File: config.mk
export PLATFORM = sky130hd
export DESIGN_NAME = tmz_timer
export DESIGN_NICKNAME = d
export VERILOG_FILES = /design/src/hdl/tmz_pkg.sv /design/src/hdl/tmz_timer.sv
export VERILOG_INCLUDE_DIRS = /design/src /design/src/hdl
export SDC_FILE = /design/constraint.sdc
export NUM_CORES = 1
export LEC_CHECK = 0
export BUFFER_PORTS_ARGS = -buffer_cell sky130_fd_sc_hd__buf_2
export CORE_MARGIN = 5
export CORE_UTILIZATION = 40
export DETAILED_ROUTE_END_ITERATION = 8
export PLACE_DENSITY_LB_ADDON = 0.25
export RECOVER_POWER = 50
export SETUP_SLACK_MARGIN = 0.15
export SKIP_CTS_REPAIR_TIMING = 1
export SLEW_MARGIN = 20
export SYNTH_ARGS = -nofsm -noshare
export SYNTH_HDL_FRONTEND = slang
export SYNTH_SLANG_ARGS = --single-unit
File: constraint.sdc
create_clock -name aclk -period 6.65 [get_ports aclk]
set_input_delay 0.665 -clock aclk [delete_from_list [all_inputs] [get_ports aclk]]
set_output_delay 0.665 -clock aclk [all_outputs]
set_load 0.03 [all_outputs]
File: src/hdl/tmz_cfg.svh
// Purpose: Offsets, field positions, reset values and counts of the timer.
// Assumes: Included by the timer top module and the bench top module.
// Notes: Definitions only.
`ifndef TMZ_CFG_SVH
`define TMZ_CFG_SVH
// ==========================================================================
// Register byte offsets
`define TMZ_OFF_COUNT 4'h0
`define TMZ_OFF_OPTION 4'h4
`define TMZ_OFF_INTCTL 4'h8
`define TMZ_OFF_CTRL 4'hC
// ==========================================================================
// Option register fields
`define TMZ_OPT_CS 5
`define TMZ_OPT_SE 4
`define TMZ_OPT_PSA 3
`define TMZ_OPT_RATE_HI 2
`define TMZ_OPT_RATE_LO 0
// ==========================================================================
// Interrupt control fields
`define TMZ_INT_EN 5
`define TMZ_INT_FLAG 2
// ==========================================================================
// Control register fields
`define TMZ_CTRL_SLEEP 0
`define TMZ_CTRL_WDCLR 1
// ==========================================================================
// Reset values and counts
`define TMZ_RST_OPTION 8'hFF
`define TMZ_RST_INTCTL 8'h00
`define TMZ_COUNT_TOP 8'hFF
`define TMZ_INHIBIT_CYCLES 2'h2
`define TMZ_RESP_OKAY 2'h0
`define TMZ_RESP_SLVERR 2'h2
`endif

File: src/hdl/tmz_pkg.sv
// Purpose: Types shared by the timer design.
// Assumes: Nothing.
// Notes: Phase codes are one-hot.
package tmz_pkg;
  // ========================================================================
  // Internal phase clocks of one instruction cycle.
  typedef enum logic [3:0] {
    PH_Q1 = 4'h1,
    PH_Q2 = 4'h2,
    PH_Q3 = 4'h4,
    PH_Q4 = 4'h8
  } tmz_phase_type;
endpackage : tmz_pkg

File: src/hdl/tmz_timer.sv
// Purpose: 8-bit timer/counter with shared prescaler, AXI4-Lite registers.
// Assumes: One instruction cycle is four aclk cycles (phases Q1 to Q4).
// Notes: Watchdog counter lives outside; it gets the prescaled tick.
// Functional notes
// - Eight-bit count wraps from FFh to 00h and sets the overflow flag.
// - Source select zero: count once per instruction cycle without prescaler.
// - Writing the count register blocks counting for two instruction cycles.
// - Source select one: count edges of the external count input.
// - Edge select bit chooses rising or falling external edges.
// - Edge select one counts falling edges, zero counts rising edges.
// - Prescaler output is sampled into the count on phases Q2 and Q4.
// - One prescaler, given to timer when assign bit is zero, else watchdog.
// - Timer prescale ratios run from 1:2 to 1:256 via the rate field.
// - Timer counts 1:1 only while prescaler belongs to the watchdog.
// - Prescaler is hidden; a count write clears it when assigned to timer.
// - Watchdog clear also clears the prescaler when assigned to watchdog.
// - Overflow flag sets on every wrap, enabled or not.
// - Interrupt request only when flag and enable are both set.
// - Timer is frozen during sleep.
//
// Chosen here: the placing of the registers and the AXI4-Lite slave port.
`timescale 1ns/1ps
`include "tmz_cfg.svh"
module tmz_timer (
  // Clock and reset
  input wire logic aclk,
  input wire logic aresetn,
  // AXI4-Lite write address and data
  input wire logic awvalid,
  output logic awready,
  input wire logic [3:0] awaddr,
  input wire logic wvalid,
  output logic wready,
  input wire logic [31:0] wdata,
  input wire logic [3:0] wstrb,
  // AXI4-Lite write response
  output logic bvalid,
  input wire logic bready,
  output logic [1:0] bresp,
  // AXI4-Lite read
  input wire logic arvalid,
  output logic arready,
  input wire logic [3:0] araddr,
  output logic rvalid,
  input wire logic rready,
  output logic [31:0] rdata,
  output logic [1:0] rresp,
  // External count pin and watchdog link
  input wire logic ext_count_input,
  input wire logic wdt_base_tick,
  output logic wdt_prescaled_tick,
  // Interrupt request
  output logic timer_irq
);
  // ========================================================================
  // State
  logic [7:0] timer_count;
  logic [7:0] option_reg;
  logic overflow_flag;
  logic overflow_irq_enable;
  logic sleep_mode;
  logic [7:0] prescaler;
  logic [1:0] inhibit;
  logic pend;
  tmz_pkg::tmz_phase_type phase;
  logic pin_s1, pin_s2, pin_s3;
  logic aw_full, w_full;
  logic [3:0] aw_addr;
  logic [7:0] w_byte;
  logic w_lane;

  // Option fields in use.
  logic clock_source_select, source_edge_select, prescaler_assign;
  logic [2:0] prescale_rate;
  assign clock_source_select = option_reg[`TMZ_OPT_CS];
  assign source_edge_select = option_reg[`TMZ_OPT_SE];
  assign prescaler_assign = option_reg[`TMZ_OPT_PSA];
  assign prescale_rate = option_reg[`TMZ_OPT_RATE_HI:`TMZ_OPT_RATE_LO];

  // ========================================================================
  // Register write strobes; a write fires when address and data are held.
  logic do_wr, wr_count, wr_option, wr_intctl, wr_ctrl, wr_hit;
  logic watchdog_clear_instr;
  assign do_wr = aw_full && w_full && !bvalid;
  always_comb begin
    wr_count = 1'b0;
    wr_option = 1'b0;
    wr_intctl = 1'b0;
    wr_ctrl = 1'b0;
    if (aw_addr == `TMZ_OFF_COUNT) begin
      wr_count = do_wr;
    end else if (aw_addr == `TMZ_OFF_OPTION) begin
      wr_option = do_wr;
    end else if (aw_addr == `TMZ_OFF_INTCTL) begin
      wr_intctl = do_wr;
    end else if (aw_addr == `TMZ_OFF_CTRL) begin
      wr_ctrl = do_wr;
    end
  end
  assign wr_hit = wr_count | wr_option | wr_intctl | wr_ctrl;
  assign watchdog_clear_instr = wr_ctrl && w_lane && w_byte[`TMZ_CTRL_WDCLR];

  // ========================================================================
  // Timing: phases, external pin synchroniser and edge choice.
  logic instr_end, ext_edge, tmr_src, pre_in, pre_out, inc;
  logic [7:0] next_prescaler, div_mask;
  assign instr_end = (phase == tmz_pkg::PH_Q4);
  // Selected edge of the synchronised pin.
  assign ext_edge = source_edge_select ? (!pin_s2 && pin_s3)
                                       : (pin_s2 && !pin_s3);
  // Timer event source: selected pin edge, or one per instruction cycle.
  assign tmr_src = clock_source_select ? ext_edge
                                       : (phase == tmz_pkg::PH_Q1);
  // Prescaler input: timer source, or watchdog tick when assigned there.
  assign pre_in = prescaler_assign ? wdt_base_tick : tmr_src;
  // Ratio mask: 2^(n+1) for the timer, 2^n for the watchdog.
  assign div_mask = prescaler_assign
                  ? 8'((8'h01 << prescale_rate) - 8'h01)
                  : 8'((8'h02 << prescale_rate) - 8'h01);
  assign next_prescaler = 8'(prescaler + 8'h01);
  assign pre_out = pre_in && ((next_prescaler & div_mask) == 8'h00);
  // Count advances on Q2 or Q4 from a pending timer event.
  assign inc = pend && !sleep_mode && (inhibit == 2'h0) && !wr_count
             && (phase == tmz_pkg::PH_Q2 || phase == tmz_pkg::PH_Q4);

  // Phase sequencer walking Q1 to Q4.
  always_ff @(posedge aclk) begin
    if (!aresetn) begin
      phase <= tmz_pkg::PH_Q1;
    end else begin
      case (phase)
        tmz_pkg::PH_Q1: phase <= tmz_pkg::PH_Q2;
        tmz_pkg::PH_Q2: phase <= tmz_pkg::PH_Q3;
        tmz_pkg::PH_Q3: phase <= tmz_pkg::PH_Q4;
        default: phase <= tmz_pkg::PH_Q1;
      endcase
    end
  end

  // Two-stage synchroniser plus history stage for edge detection.
  always_ff @(posedge aclk) begin
    if (!aresetn) begin
      pin_s1 <= 1'b0;
      pin_s2 <= 1'b0;
      pin_s3 <= 1'b0;
    end else begin
      pin_s1 <= ext_count_input;
      pin_s2 <= pin_s1;
      pin_s3 <= pin_s2;
    end
  end

  // Shared prescaler; software cannot see or load it.
  always_ff @(posedge aclk) begin
    if (!aresetn) begin
      prescaler <= 8'h00;
    end else if (wr_count && !prescaler_assign) begin
      prescaler <= 8'h00;
    end else if (watchdog_clear_instr && prescaler_assign) begin
      prescaler <= 8'h00;
    end else if (pre_in && (prescaler_assign || !sleep_mode)) begin
      prescaler <= next_prescaler;
    end
  end

  // Watchdog gets prescaled ticks when assigned, raw ticks otherwise.
  always_ff @(posedge aclk) begin
    if (!aresetn) begin
      wdt_prescaled_tick <= 1'b0;
    end else begin
      wdt_prescaled_tick <= prescaler_assign ? pre_out
                                             : wdt_base_tick;
    end
  end

  // Pending event waiting for the next Q2 or Q4 sample.
  always_ff @(posedge aclk) begin
    if (!aresetn) begin
      pend <= 1'b0;
    end else if (sleep_mode || wr_count) begin
      pend <= 1'b0;
    end else if (!prescaler_assign) begin
      pend <= pre_out || (pend && !inc);
    end else begin
      pend <= tmr_src || (pend && !inc);
    end
  end

  // Two-cycle inhibit after a count write, stepped at instruction ends.
  always_ff @(posedge aclk) begin
    if (!aresetn) begin
      inhibit <= 2'h0;
    end else if (wr_count) begin
      // Outside Q4 one extra step covers the rest of the writing cycle.
      inhibit <= instr_end ? `TMZ_INHIBIT_CYCLES
                           : 2'(`TMZ_INHIBIT_CYCLES + 2'h1);
    end else if (instr_end && inhibit != 2'h0) begin
      inhibit <= 2'(inhibit - 2'h1);
    end
  end

  // Count register; a software write wins over an increment.
  always_ff @(posedge aclk) begin
    if (!aresetn) begin
      timer_count <= 8'h00;
    end else if (wr_count && w_lane) begin
      timer_count <= w_byte;
    end else if (inc) begin
      timer_count <= 8'(timer_count + 8'h01);
    end
  end

  // Overflow flag: hardware set wins over a software clear.
  always_ff @(posedge aclk) begin
    if (!aresetn) begin
      overflow_flag <= 1'b0;
    end else if (inc && timer_count == `TMZ_COUNT_TOP) begin
      overflow_flag <= 1'b1;
    end else if (wr_intctl && w_lane) begin
      overflow_flag <= w_byte[`TMZ_INT_FLAG];
    end
  end

  // Configuration registers.
  always_ff @(posedge aclk) begin
    if (!aresetn) begin
      option_reg <= `TMZ_RST_OPTION;
      overflow_irq_enable <= 1'b0;
      sleep_mode <= 1'b0;
    end else begin
      if (wr_option && w_lane) begin
        option_reg <= w_byte;
      end
      if (wr_intctl && w_lane) begin
        overflow_irq_enable <= w_byte[`TMZ_INT_EN];
      end
      if (wr_ctrl && w_lane) begin
        sleep_mode <= w_byte[`TMZ_CTRL_SLEEP];
      end
    end
  end

  // Interrupt request output.
  always_ff @(posedge aclk) begin
    if (!aresetn) begin
      timer_irq <= 1'b0;
    end else begin
      timer_irq <= overflow_flag && overflow_irq_enable;
    end
  end

  // ========================================================================
  // AXI4-Lite write channels, taken in either order.
  always_ff @(posedge aclk) begin
    if (!aresetn) begin
      aw_full <= 1'b0;
      w_full <= 1'b0;
      awready <= 1'b1;
      wready <= 1'b1;
      aw_addr <= 4'h0;
      w_byte <= 8'h00;
      w_lane <= 1'b0;
      bvalid <= 1'b0;
      bresp <= `TMZ_RESP_OKAY;
    end else begin
      if (awvalid && awready) begin
        aw_full <= 1'b1;
        awready <= 1'b0;
        aw_addr <= awaddr;
      end
      if (wvalid && wready) begin
        w_full <= 1'b1;
        wready <= 1'b0;
        w_byte <= wdata[7:0];
        w_lane <= wstrb[0];
      end
      if (do_wr) begin
        bvalid <= 1'b1;
        bresp <= wr_hit ? `TMZ_RESP_OKAY : `TMZ_RESP_SLVERR;
        aw_full <= 1'b0;
        w_full <= 1'b0;
      end else if (bvalid && bready) begin
        bvalid <= 1'b0;
        awready <= 1'b1;
        wready <= 1'b1;
      end
    end
  end

  // AXI4-Lite read channel with one-cycle answer.
  always_ff @(posedge aclk) begin
    if (!aresetn) begin
      arready <= 1'b1;
      rvalid <= 1'b0;
      rdata <= 32'h0000_0000;
      rresp <= `TMZ_RESP_OKAY;
    end else if (arvalid && arready) begin
      arready <= 1'b0;
      rvalid <= 1'b1;
      rresp <= `TMZ_RESP_OKAY;
      if (araddr == `TMZ_OFF_COUNT) begin
        rdata <= {24'h00_0000, timer_count};
      end else if (araddr == `TMZ_OFF_OPTION) begin
        rdata <= {24'h00_0000, option_reg};
      end else if (araddr == `TMZ_OFF_INTCTL) begin
        rdata <= {26'h000_0000, overflow_irq_enable, 2'h0,
                  overflow_flag, 2'h0};
      end else if (araddr == `TMZ_OFF_CTRL) begin
        rdata <= {31'h0000_0000, sleep_mode};
      end else begin
        rdata <= 32'h0000_0000;
        rresp <= `TMZ_RESP_SLVERR;
      end
    end else if (rvalid && rready) begin
      rvalid <= 1'b0;
      arready <= 1'b1;
    end
  end
endmodule : tmz_timer

=== Yosys cells after proc, flatten, opt, wreduce, memory -nomap -nowiden ===
Cells that the tools add are included.
W data, S select, Z words.

* Memories kept: 0
* Register bits after elaboration: 95
* Memory bits (read-only): 0
* RAM bits: 0
* Bits in latches: 0

* Shift operators: 2
* Add/subtract/negate cells: 5
* Equality and inequality tests: 11
* Multiply operators: 0
* Divide/modulo/power cells: 0
* Magnitude comparators: 0
* Bitwise logic cells: 5
* Multiplexer cells: 45
* Reduce and logical (&&, ||, !) cells: 51

{| class="wikitable"
|+ Operators with widths
! operator !! number
|-
| $mux W8 || 5
|-
| $mux W1 || 31
|-
| $logic_and A1 B1 Y1 || 26
|-
| $eq A4 B4 Y1 const B || 5
|-
| $add A8 B1 Y8 const B || 2
|-
| $sub A8 B1 Y8 const B || 2
|-
| $mux W2 || 7
|-
| $eq A4 B3 Y1 const B || 3
|-
| $pmux W4 S3 || 1
|-
| $reduce_bool A2 Y1 || 6
|-
| $and A8 B8 Y8 || 1
|-
| $eq A8 B8 Y1 const B || 1
|-
| $logic_not A4 Y1 || 2
|-
| $logic_not A8 Y1 || 1
|-
| $shl A1 B3 Y8 const A || 1
|-
| $shl A2 B3 Y8 const A || 1
|-
| $logic_not A1 Y1 || 7
|-
| $mux W6 || 1
|-
| $logic_or A1 B1 Y1 || 5
|-
| $eq A4 B1 Y1 const B || 1
|-
| $eq A4 B2 Y1 const B || 1
|-
| $reduce_or A2 Y1 || 2
|-
| $or A1 B1 Y1 || 3
|-
| $reduce_or A3 Y1 || 1
|-
| 3 further kinds || 3
|}

=== Depth between registers and ports, before layout ===
Gate-level depths: netlist of the first run.

* Depth in word-level cells: 10
* Depth in mapped cells: 11
* Gate-level depth less buffers: 10

=== Worst setup path after synthesis of the first run ===
No wires, ideal clock.

* Kind: register to register
* Start point: reg option_reg[0]
* End point: reg wdt_prescaled_tick
* Arrival: 2.085 ns
* Cell stages (with the launch flop): 12
* Clock period less this slack: 2.155 ns
* Path buffers: 1
* Setup slack: 4.495 ns
* Cell sequence: dfxtp_1 inv_1 ha_1 clkbuf_1 nand2_1 ha_1 or3b_2 nand2_1 a221o_1 a2bb2oi_1 nand4_1 a21oi_1

* Cells in the longest elaborated chain, start to end: 7
* Elaborated cells on any way between the ends: 9

{| class="wikitable"
|+ Ends and longest elaborated chain
! item !! line !! source
|-
| from (decl) || tmz_timer.sv:58 || <nowiki>logic [7:0] option_reg;</nowiki>
|-
| from (signal assigned) || tmz_timer.sv:227 || <nowiki>option_reg <= `TMZ_RST_OPTION;</nowiki>
|-
| from (signal assigned) || tmz_timer.sv:232 || <nowiki>option_reg <= w_byte;</nowiki>
|-
| $shl A2 B3 Y8 or $shl A1 B3 Y8 (tied branches) || tmz_timer.sv:119, tmz_timer.sv:118 ||
|-
| $sub A8 B1 Y8 (on tied branches) || tmz_timer.sv:119, tmz_timer.sv:118 ||
|-
| $mux W8 (*) || tmz_timer.sv:118 || <nowiki>? 8'((8'h01 << prescale_rate) - 8'h01)</nowiki>
|-
| $and A8 B8 Y8 (*) || tmz_timer.sv:121 || <nowiki>assign pre_out = pre_in && ((next_prescaler & div_mask) == 8'h00);</nowiki>
|-
| $logic_not A8 Y1 (*) || tmz_timer.sv:121 ||
|-
| $logic_and A1 B1 Y1 (*) || tmz_timer.sv:121 ||
|-
| $mux W1 (*) || tmz_timer.sv:171 || <nowiki>wdt_prescaled_tick <= prescaler_assign ? pre_out</nowiki>
|-
| to (signal assigned) || tmz_timer.sv:171 ||
|-
| to (decl) || tmz_timer.sv:51 || <nowiki>output logic wdt_prescaled_tick,</nowiki>
|}

Every way passes the cells marked *; elsewhere a longest branch is shown, timed or not.
A chain may end at the register's enable or synchronous reset.

=== Final worst setup path of the first run ===
* Start point: in aresetn
* End point: reg prescaler[5]

* Cells in the longest elaborated chain, start to end: 2

{| class="wikitable"
|+ Ends and longest elaborated chain
! item !! line !! source
|-
| from (decl) || tmz_timer.sv:27 || <nowiki>input wire logic aresetn,</nowiki>
|-
| $not A1 Y1 (no source line) || n/a ||
|-
| $reduce_or A3 Y1 (no source line) || n/a ||
|-
| to (signal assigned) || tmz_timer.sv:162 || <nowiki>prescaler <= next_prescaler;</nowiki>
|-
| to (decl) || tmz_timer.sv:62 || <nowiki>logic [7:0] prescaler;</nowiki>
|}

Every way passes these cells.

==> reports/metrics.csv, run 1 <==
metric,value,unit
synth_ff_type,dfxtp_1,
synth_cells,416,
overflow,0,
viasPerCell,5.005,
grt_first_pass_wirelength,12150,um
mostFrequentLayoutCell,dfxtp_1,
end_kind,register,
h-tree-depth,3,
cp_cell_sequence,"clkbuf_1, o221ai_1, a21oi_1",
arrival,3.46,ns
seqPwrFrac,51.4,%
final_cell_area,0.003856,mm^2
vdd_drop_max,0.1226,mV
swShare,25.99,%
min_period_over_period,48.23,%
cts-root-buf,clkbuf_8,
p_sw,224.9,uW
core_area,0.008636,mm^2
cts_max_path_buffers,2,
fillers,885,
intPower,640.5,uW
chipWidth,103.9,um
die_h,103.9,um
place_congestion,0.8138,
drtIter0Drc,110,
reg2regPathDepth,9,
wire_per_inst,12.98,um
drt-pass1-iter-count,4,
crit_type,in2reg,
setup-violations-final,0,
fp-row-count,34,
required,6.90,ns
power_density,224.4,mW/mm^2
clk_pin_slew,0.07,ns
maxSlewHeadroom,-44.41,%
post_route_cells_drive_above_1_share,11.04,%
fin_skew,0.005178,ns
async_reset_ff_share,0,%
status,finished with violations,
initial_utilization,40.80,%
slowest_stage,clkbuf_1,
fp.dieArea,0.01079,mm^2
rsz0062_at_grt,false,
comb_power_share,10.7,%
hold_class,reg2reg,
grt_antenna_before_repair,0,
clock_latency,0.34,ns
synth_area,0.003523,mm^2
fin_tns_setup,0,ns
violations,"capacitance limit, slew limit",
cts_tree,done,
clock.fmax,311.8,MHz
yosys.area.top_type,dfxtp_1,
syn_area_per_cell,8.470,um^2
post_dp_cell_area,0.003691,mm^2
drv_cap,1,
ys_ff_latch,69,
syn2layout_area_growth,9.446,%
cp-start-kind,primary input,
synth_area_leaders,"dfxtp_1 (39%), mux2i_1 (6.0%), nand2_1 (5.6%)",
drcViolationCount,0,
slew_violations,60,
numCtsBuffers,9,
yosys_warnings,0,
final_cell_mix,"dfxtp_1 (69), nand2_1 (53), buf_2 (30)",
grt_pass1_vias,2554,
yosysUniqueCellTypes,52,
p_clk_share,37.9,%
crit_fanout,59,
synth-edff-count,0,
cellLeakagePower,1.608,nW
hold_viol,0,
worst_pin_slew,2.166,ns
ff_latch_area,0.001381,mm^2
min_delay_path_depth,1,
multi_input_area,0.001927,mm^2
io-pin-count,96,
io_buffers,42,
dp_hpwl,5202,um
final_nets,509,
postRouteAntennaNets,0,
gr-usage-all-layers,13.39,%
grt_max_degree,60,
routed_wl,7283,um
vias,2808,
whs,0.4371,ns
synth_top_area_share,39.20,%
cpPeakStageDelay,1.50,ns
seq_area_frac_synth,39.20,%
period_minus_slack,3.207,ns
cts_num_sinks,69,
antennaDiodeCount,0,
synth_stat cells (4+ instances only):
library cell / number
mux2i_1: 21
a21o_1: 5
a21boi_0: 24
clkbuf_1: 16
nor3_1: 15
xor2_1: 5
and3_1: 8
or3_1: 4
ha_1: 6
nor2_1: 25
nand2b_1: 5
nand2_1: 53
a22oi_1: 5
inv_1: 10
nand3_1: 16
buf_4: 26
and2_1: 6
nor2b_1: 13
a21oi_1: 22
o21ai_0: 13
dfxtp_1: 69
xnor2_1: 9
layer usage:
layer	track usage (%)	wire length, um
met1	18.61	3513
met2	20.22	3361
met3	2.855	327
met4	5.273	80
met5	0	0
cell families (layout without fill, tap and decap cells):
group                      after synthesis  count (layout)  synth area share, %
xor gates and xnor gates                14              14                3.480
AOI/OAI and AO/OA                       87              87                16.76
DFF                                     69              69                39.20
muxes                                   21              21                5.966
and+or+nand+nor                        164             164                23.58
other                                    1              26               0.1064
buffers and inverters                   54              66                8.771
adders and majority gates                6               6                2.131
power by group through the flow:
stage	Sequential [mW]	Clock (mW)	Combinational, mW
global route	0.447	0.357	0.103
global placement	0.453	0	0.0920
CTS	0.444	0.338	0.0935
finish	0.445	0.328	0.0930
detailed placement	0.454	0	0.0934
floorplan	0.458	0	0.0773
cell type report:
type / count / area share [%]
timing repair buffer: 42 / 5.062
tap: 108 / 3.504
clock inverter: 2 / 0.9085
clock buffer: 12 / 3.764
multi-input combinational: 318 / 49.97
sequential: 69 / 35.82
inverter: 10 / 0.9734
metrics by stage:
stage	util (%)	setup WS, ns	total power, mW	instances
after global routing	44.65	3.050	0.9069	561
after detailed placement	42.74	4.113	0.5474	547
after floorplan	-	4.495	0.5349	441
after global placement	42.74	4.157	0.5452	547
after CTS	44.83	4.114	0.8757	561
final	44.65	3.443	0.8654	561
final timing paths:
| path | startpoint | to | slack (ns) |
|---|---|---|---|
| hold reg to reg | pin_s1 | pin_s2 | 0.44 |
| hold / removal | pin_s1 | pin_s2 | 0.44 |
| setup reg to reg | option_reg[3] | wdt_prescaled_tick | 4.11 |
| setup / recovery | aresetn | prescaler[5] | 3.44 |
critical path, delay by kind of cell:
kind | cells | cell delay [ns]
compound gates | 2 | 1.26
buf+inv | 1 | 1.50
Power figures use the tool's default switching activity.
==> inputs of run 2 (changes only) <==
ABC_AREA = 1   (was unset)
clock period = 2.7 ns   (was 6.65 ns; I/O delays follow)
==> reports/metrics.csv, run 2 <==
metric,value,unit,change
status,finished with violations,,
violations,"capacitance limit, slew limit",,
min_period_over_period,79.44,%,
seq_area_frac_synth,39.54,%,+0.34 points
hold_viol,0,,unchanged
cellLeakagePower,1.836,nW,+14%
period_minus_slack,2.145,ns,
numCtsBuffers,9,,unchanged
wire_per_inst,12.12,um,-6.7%
initial_utilization,40.45,%,-0.35 points
power,2.226,mW,+160%
cts_max_path_buffers,2,,unchanged
grt_antenna_before_repair,0,,unchanged
synth_cells,493,,+19%
clock.fmax,466.2,MHz,
drtIter0Drc,102,,-7.3%
end_kind,register,,
cts_num_sinks,69,,unchanged
layout_setup_ws,0.5552,ns,-2.888 ns
drt-pass1-iter-count,4,,unchanged
vias,3092,,+10%
final_cell_mix,"nand2_1 (89), inv_1 (71), dfxtp_1 (69)",,
cts_tree,done,,
die_h,103.5,um,-0.39%
dp_hpwl,5968,um,+15%
grt_pass1_vias,3015,,+18%
hold_class,in2reg,,
place_ws,0.5821,ns,-3.531 ns
rsz0062_at_grt,false,,
mostFrequentLayoutCell,nand2_1,,
drcViolationCount,0,,unchanged
synth_area_leaders,"dfxtp_1 (40%), nand2_1 (9.6%), inv_1 (7.6%)",,
io_buffers,42,,unchanged
core_area,0.008636,mm^2,unchanged
fin_tns_setup,0,ns,unchanged
synth_top_area_share,39.54,%,+0.34 points
yosysUniqueCellTypes,38,,-27%
clock_latency,0.34,ns,about the same
power_density,574.3,mW/mm^2,+160%
crit_type,reg2reg,,
drv_cap,1,,unchanged
chipWidth,103.5,um,-0.39%
ys_ff_latch,69,,unchanged
synth_most_common_cell,nand2_1,,
crit_fanout,3,,-95%
fp-row-count,34,,unchanged
post_route_cells_drive_above_1_share,10.54,%,-0.50 points
postRouteAntennaNets,0,,unchanged
overflow,0,,unchanged
slew_violations,45,,-25%
yosys.area.top_type,dfxtp_1,,
grt_first_pass_wirelength,13420,um,+10%
arrival,2.41,ns,-1.05 ns
required,2.97,ns,-3.93 ns
synth_area,0.003493,mm^2,-0.85%
h-tree-depth,3,,unchanged
cp-start-kind,register,,
yosys_warnings,0,,unchanged
fin_util,44.89,%,+0.23 points
gr-usage-all-layers,15.86,%,+2.5 points
worst_pin_slew,1.809,ns,-0.3569 ns
fp.dieArea,0.01070,mm^2,-0.78%
reg2regPathDepth,16,,+7
async_reset_ff_share,0,%,unchanged
routed_wl,7865,um,+8.0%
setup-violations-final,0,,unchanged
syn_area_per_cell,7.086,um^2,-16%
fillers,917,,+3.6%
synthTopCellsByCount,"nand2_1 (89), inv_1 (71), dfxtp_1 (69), nor2_1 (55), o21ai_0 (43)",,
grt_max_degree,45,,-25%
antennaDiodeCount,0,,unchanged
vdd_drop_max,0.3139,mV,+160%
synth_ff_type,dfxtp_1,,
io-pin-count,96,,unchanged
clk_pin_slew,0.08,ns,about the same
fin_skew,0.008131,ns,+0.002953 ns
place_congestion,0.7949,,-2.3%
syn2layout_area_growth,10.96,%,
cts-root-buf,clkbuf_8,,
viasPerCell,4.764,,-4.8%
final_nets,595,,+17%
maxSlewHeadroom,-20.61,%,+24 points
min_delay_path_depth,3,,+2
synth-edff-count,0,,unchanged
-- run 2: cell count changes after synthesis, moves of 8 or more --
| cell | change |
|---|---|
| a21boi_0 | -24 |
| nor2b_1 | -13 |
| and3_1 | -8 |
| o21ai_0 | +30 |
| inv_1 | +61 |
| nand3_1 | +18 |
| xnor2_1 | -8 |
| nor2_1 | +30 |
| mux2i_1 | -20 |
| nand2_1 | +36 |
-- run 2: worst paths after layout --
check | startpoint | endpoint | slack (ns)
setup reg to reg | option_reg[0] | pend | 0.56
hold reg to reg | pin_s1 | pin_s2 | 0.43
hold / removal | ext_count_input | pin_s1 | 0.11
setup / recovery | option_reg[0] | pend | 0.56
-- run 2: routing by layer --
metal / global-route usage (%) / up-vias / share of wire (%)
li1: - / 1627 / -
met1: 20.92 / 1386 / 49
met2: 25.64 / 69 / 45
met3: 3.085 / 10 / 4.7
met4: 6.076 / 0 / 1.7
met5: 0 / - / 0
-- run 2: metrics by stage --
step	instances	hold slack [ns]	instance area (um^2)
detailed placement	633	0.4087	3707
global route	649	0.1136	3876
CTS	649	0.09994	3900
finish	649	0.1139	3876
global placement	633	0.4061	3707
floorplan	518	0.3676	3587
-- run 2: power breakdown --
group          total [mW]  switching, mW  internal [mW]
combinational       0.284          0.209         0.0752
clock               0.833          0.383          0.450
sequential           1.11         0.0352           1.07
-- run 2: cell type report --
type / count / area (um^2) / share of cell area, %
Timing Repair Buffer: 43 / 193.9 / 5.003
Sequential cell: 69 / 1381 / 35.64
Inverter: 74 / 280.3 / 7.230
Clock inverter: 4 / 47.55 / 1.227
Multi-Input combinational cell: 339 / 1693 / 43.67
Clock buffer: 12 / 145.1 / 3.744
Tap cell: 108 / 135.1 / 3.486
-- run 2: logic make-up after synthesis --
| logic type | Yosys count | synth area share (%) |
|---|---|---|
| buf+inv | 110 | 14.69 |
| simple gates | 206 | 26.11 |
| other cells | 1 | 0.1073 |
| fa+ha+maj | 6 | 2.149 |
| xor+xnor | 9 | 2.257 |
| flops | 69 | 39.54 |
| compound gates | 91 | 14.86 |
| mux | 1 | 0.2865 |
-- run 2: critical path, stage by stage (launching register included) --
cell	delay (ns)
dfxtp_1	0.37
inv_1	0.09
ha_1	0.36
nand3_4	0.13
ha_1	0.17
inv_1	0.05
nor2_1	0.16
nand2_2	0.08
nor2_1	0.08
nand2_1	0.06
nand3_1	0.07
nand2_1	0.06
nor2_2	0.07
nand2_1	0.09
nand2_1	0.07
nand2_1	0.06
a21oi_2	0.11
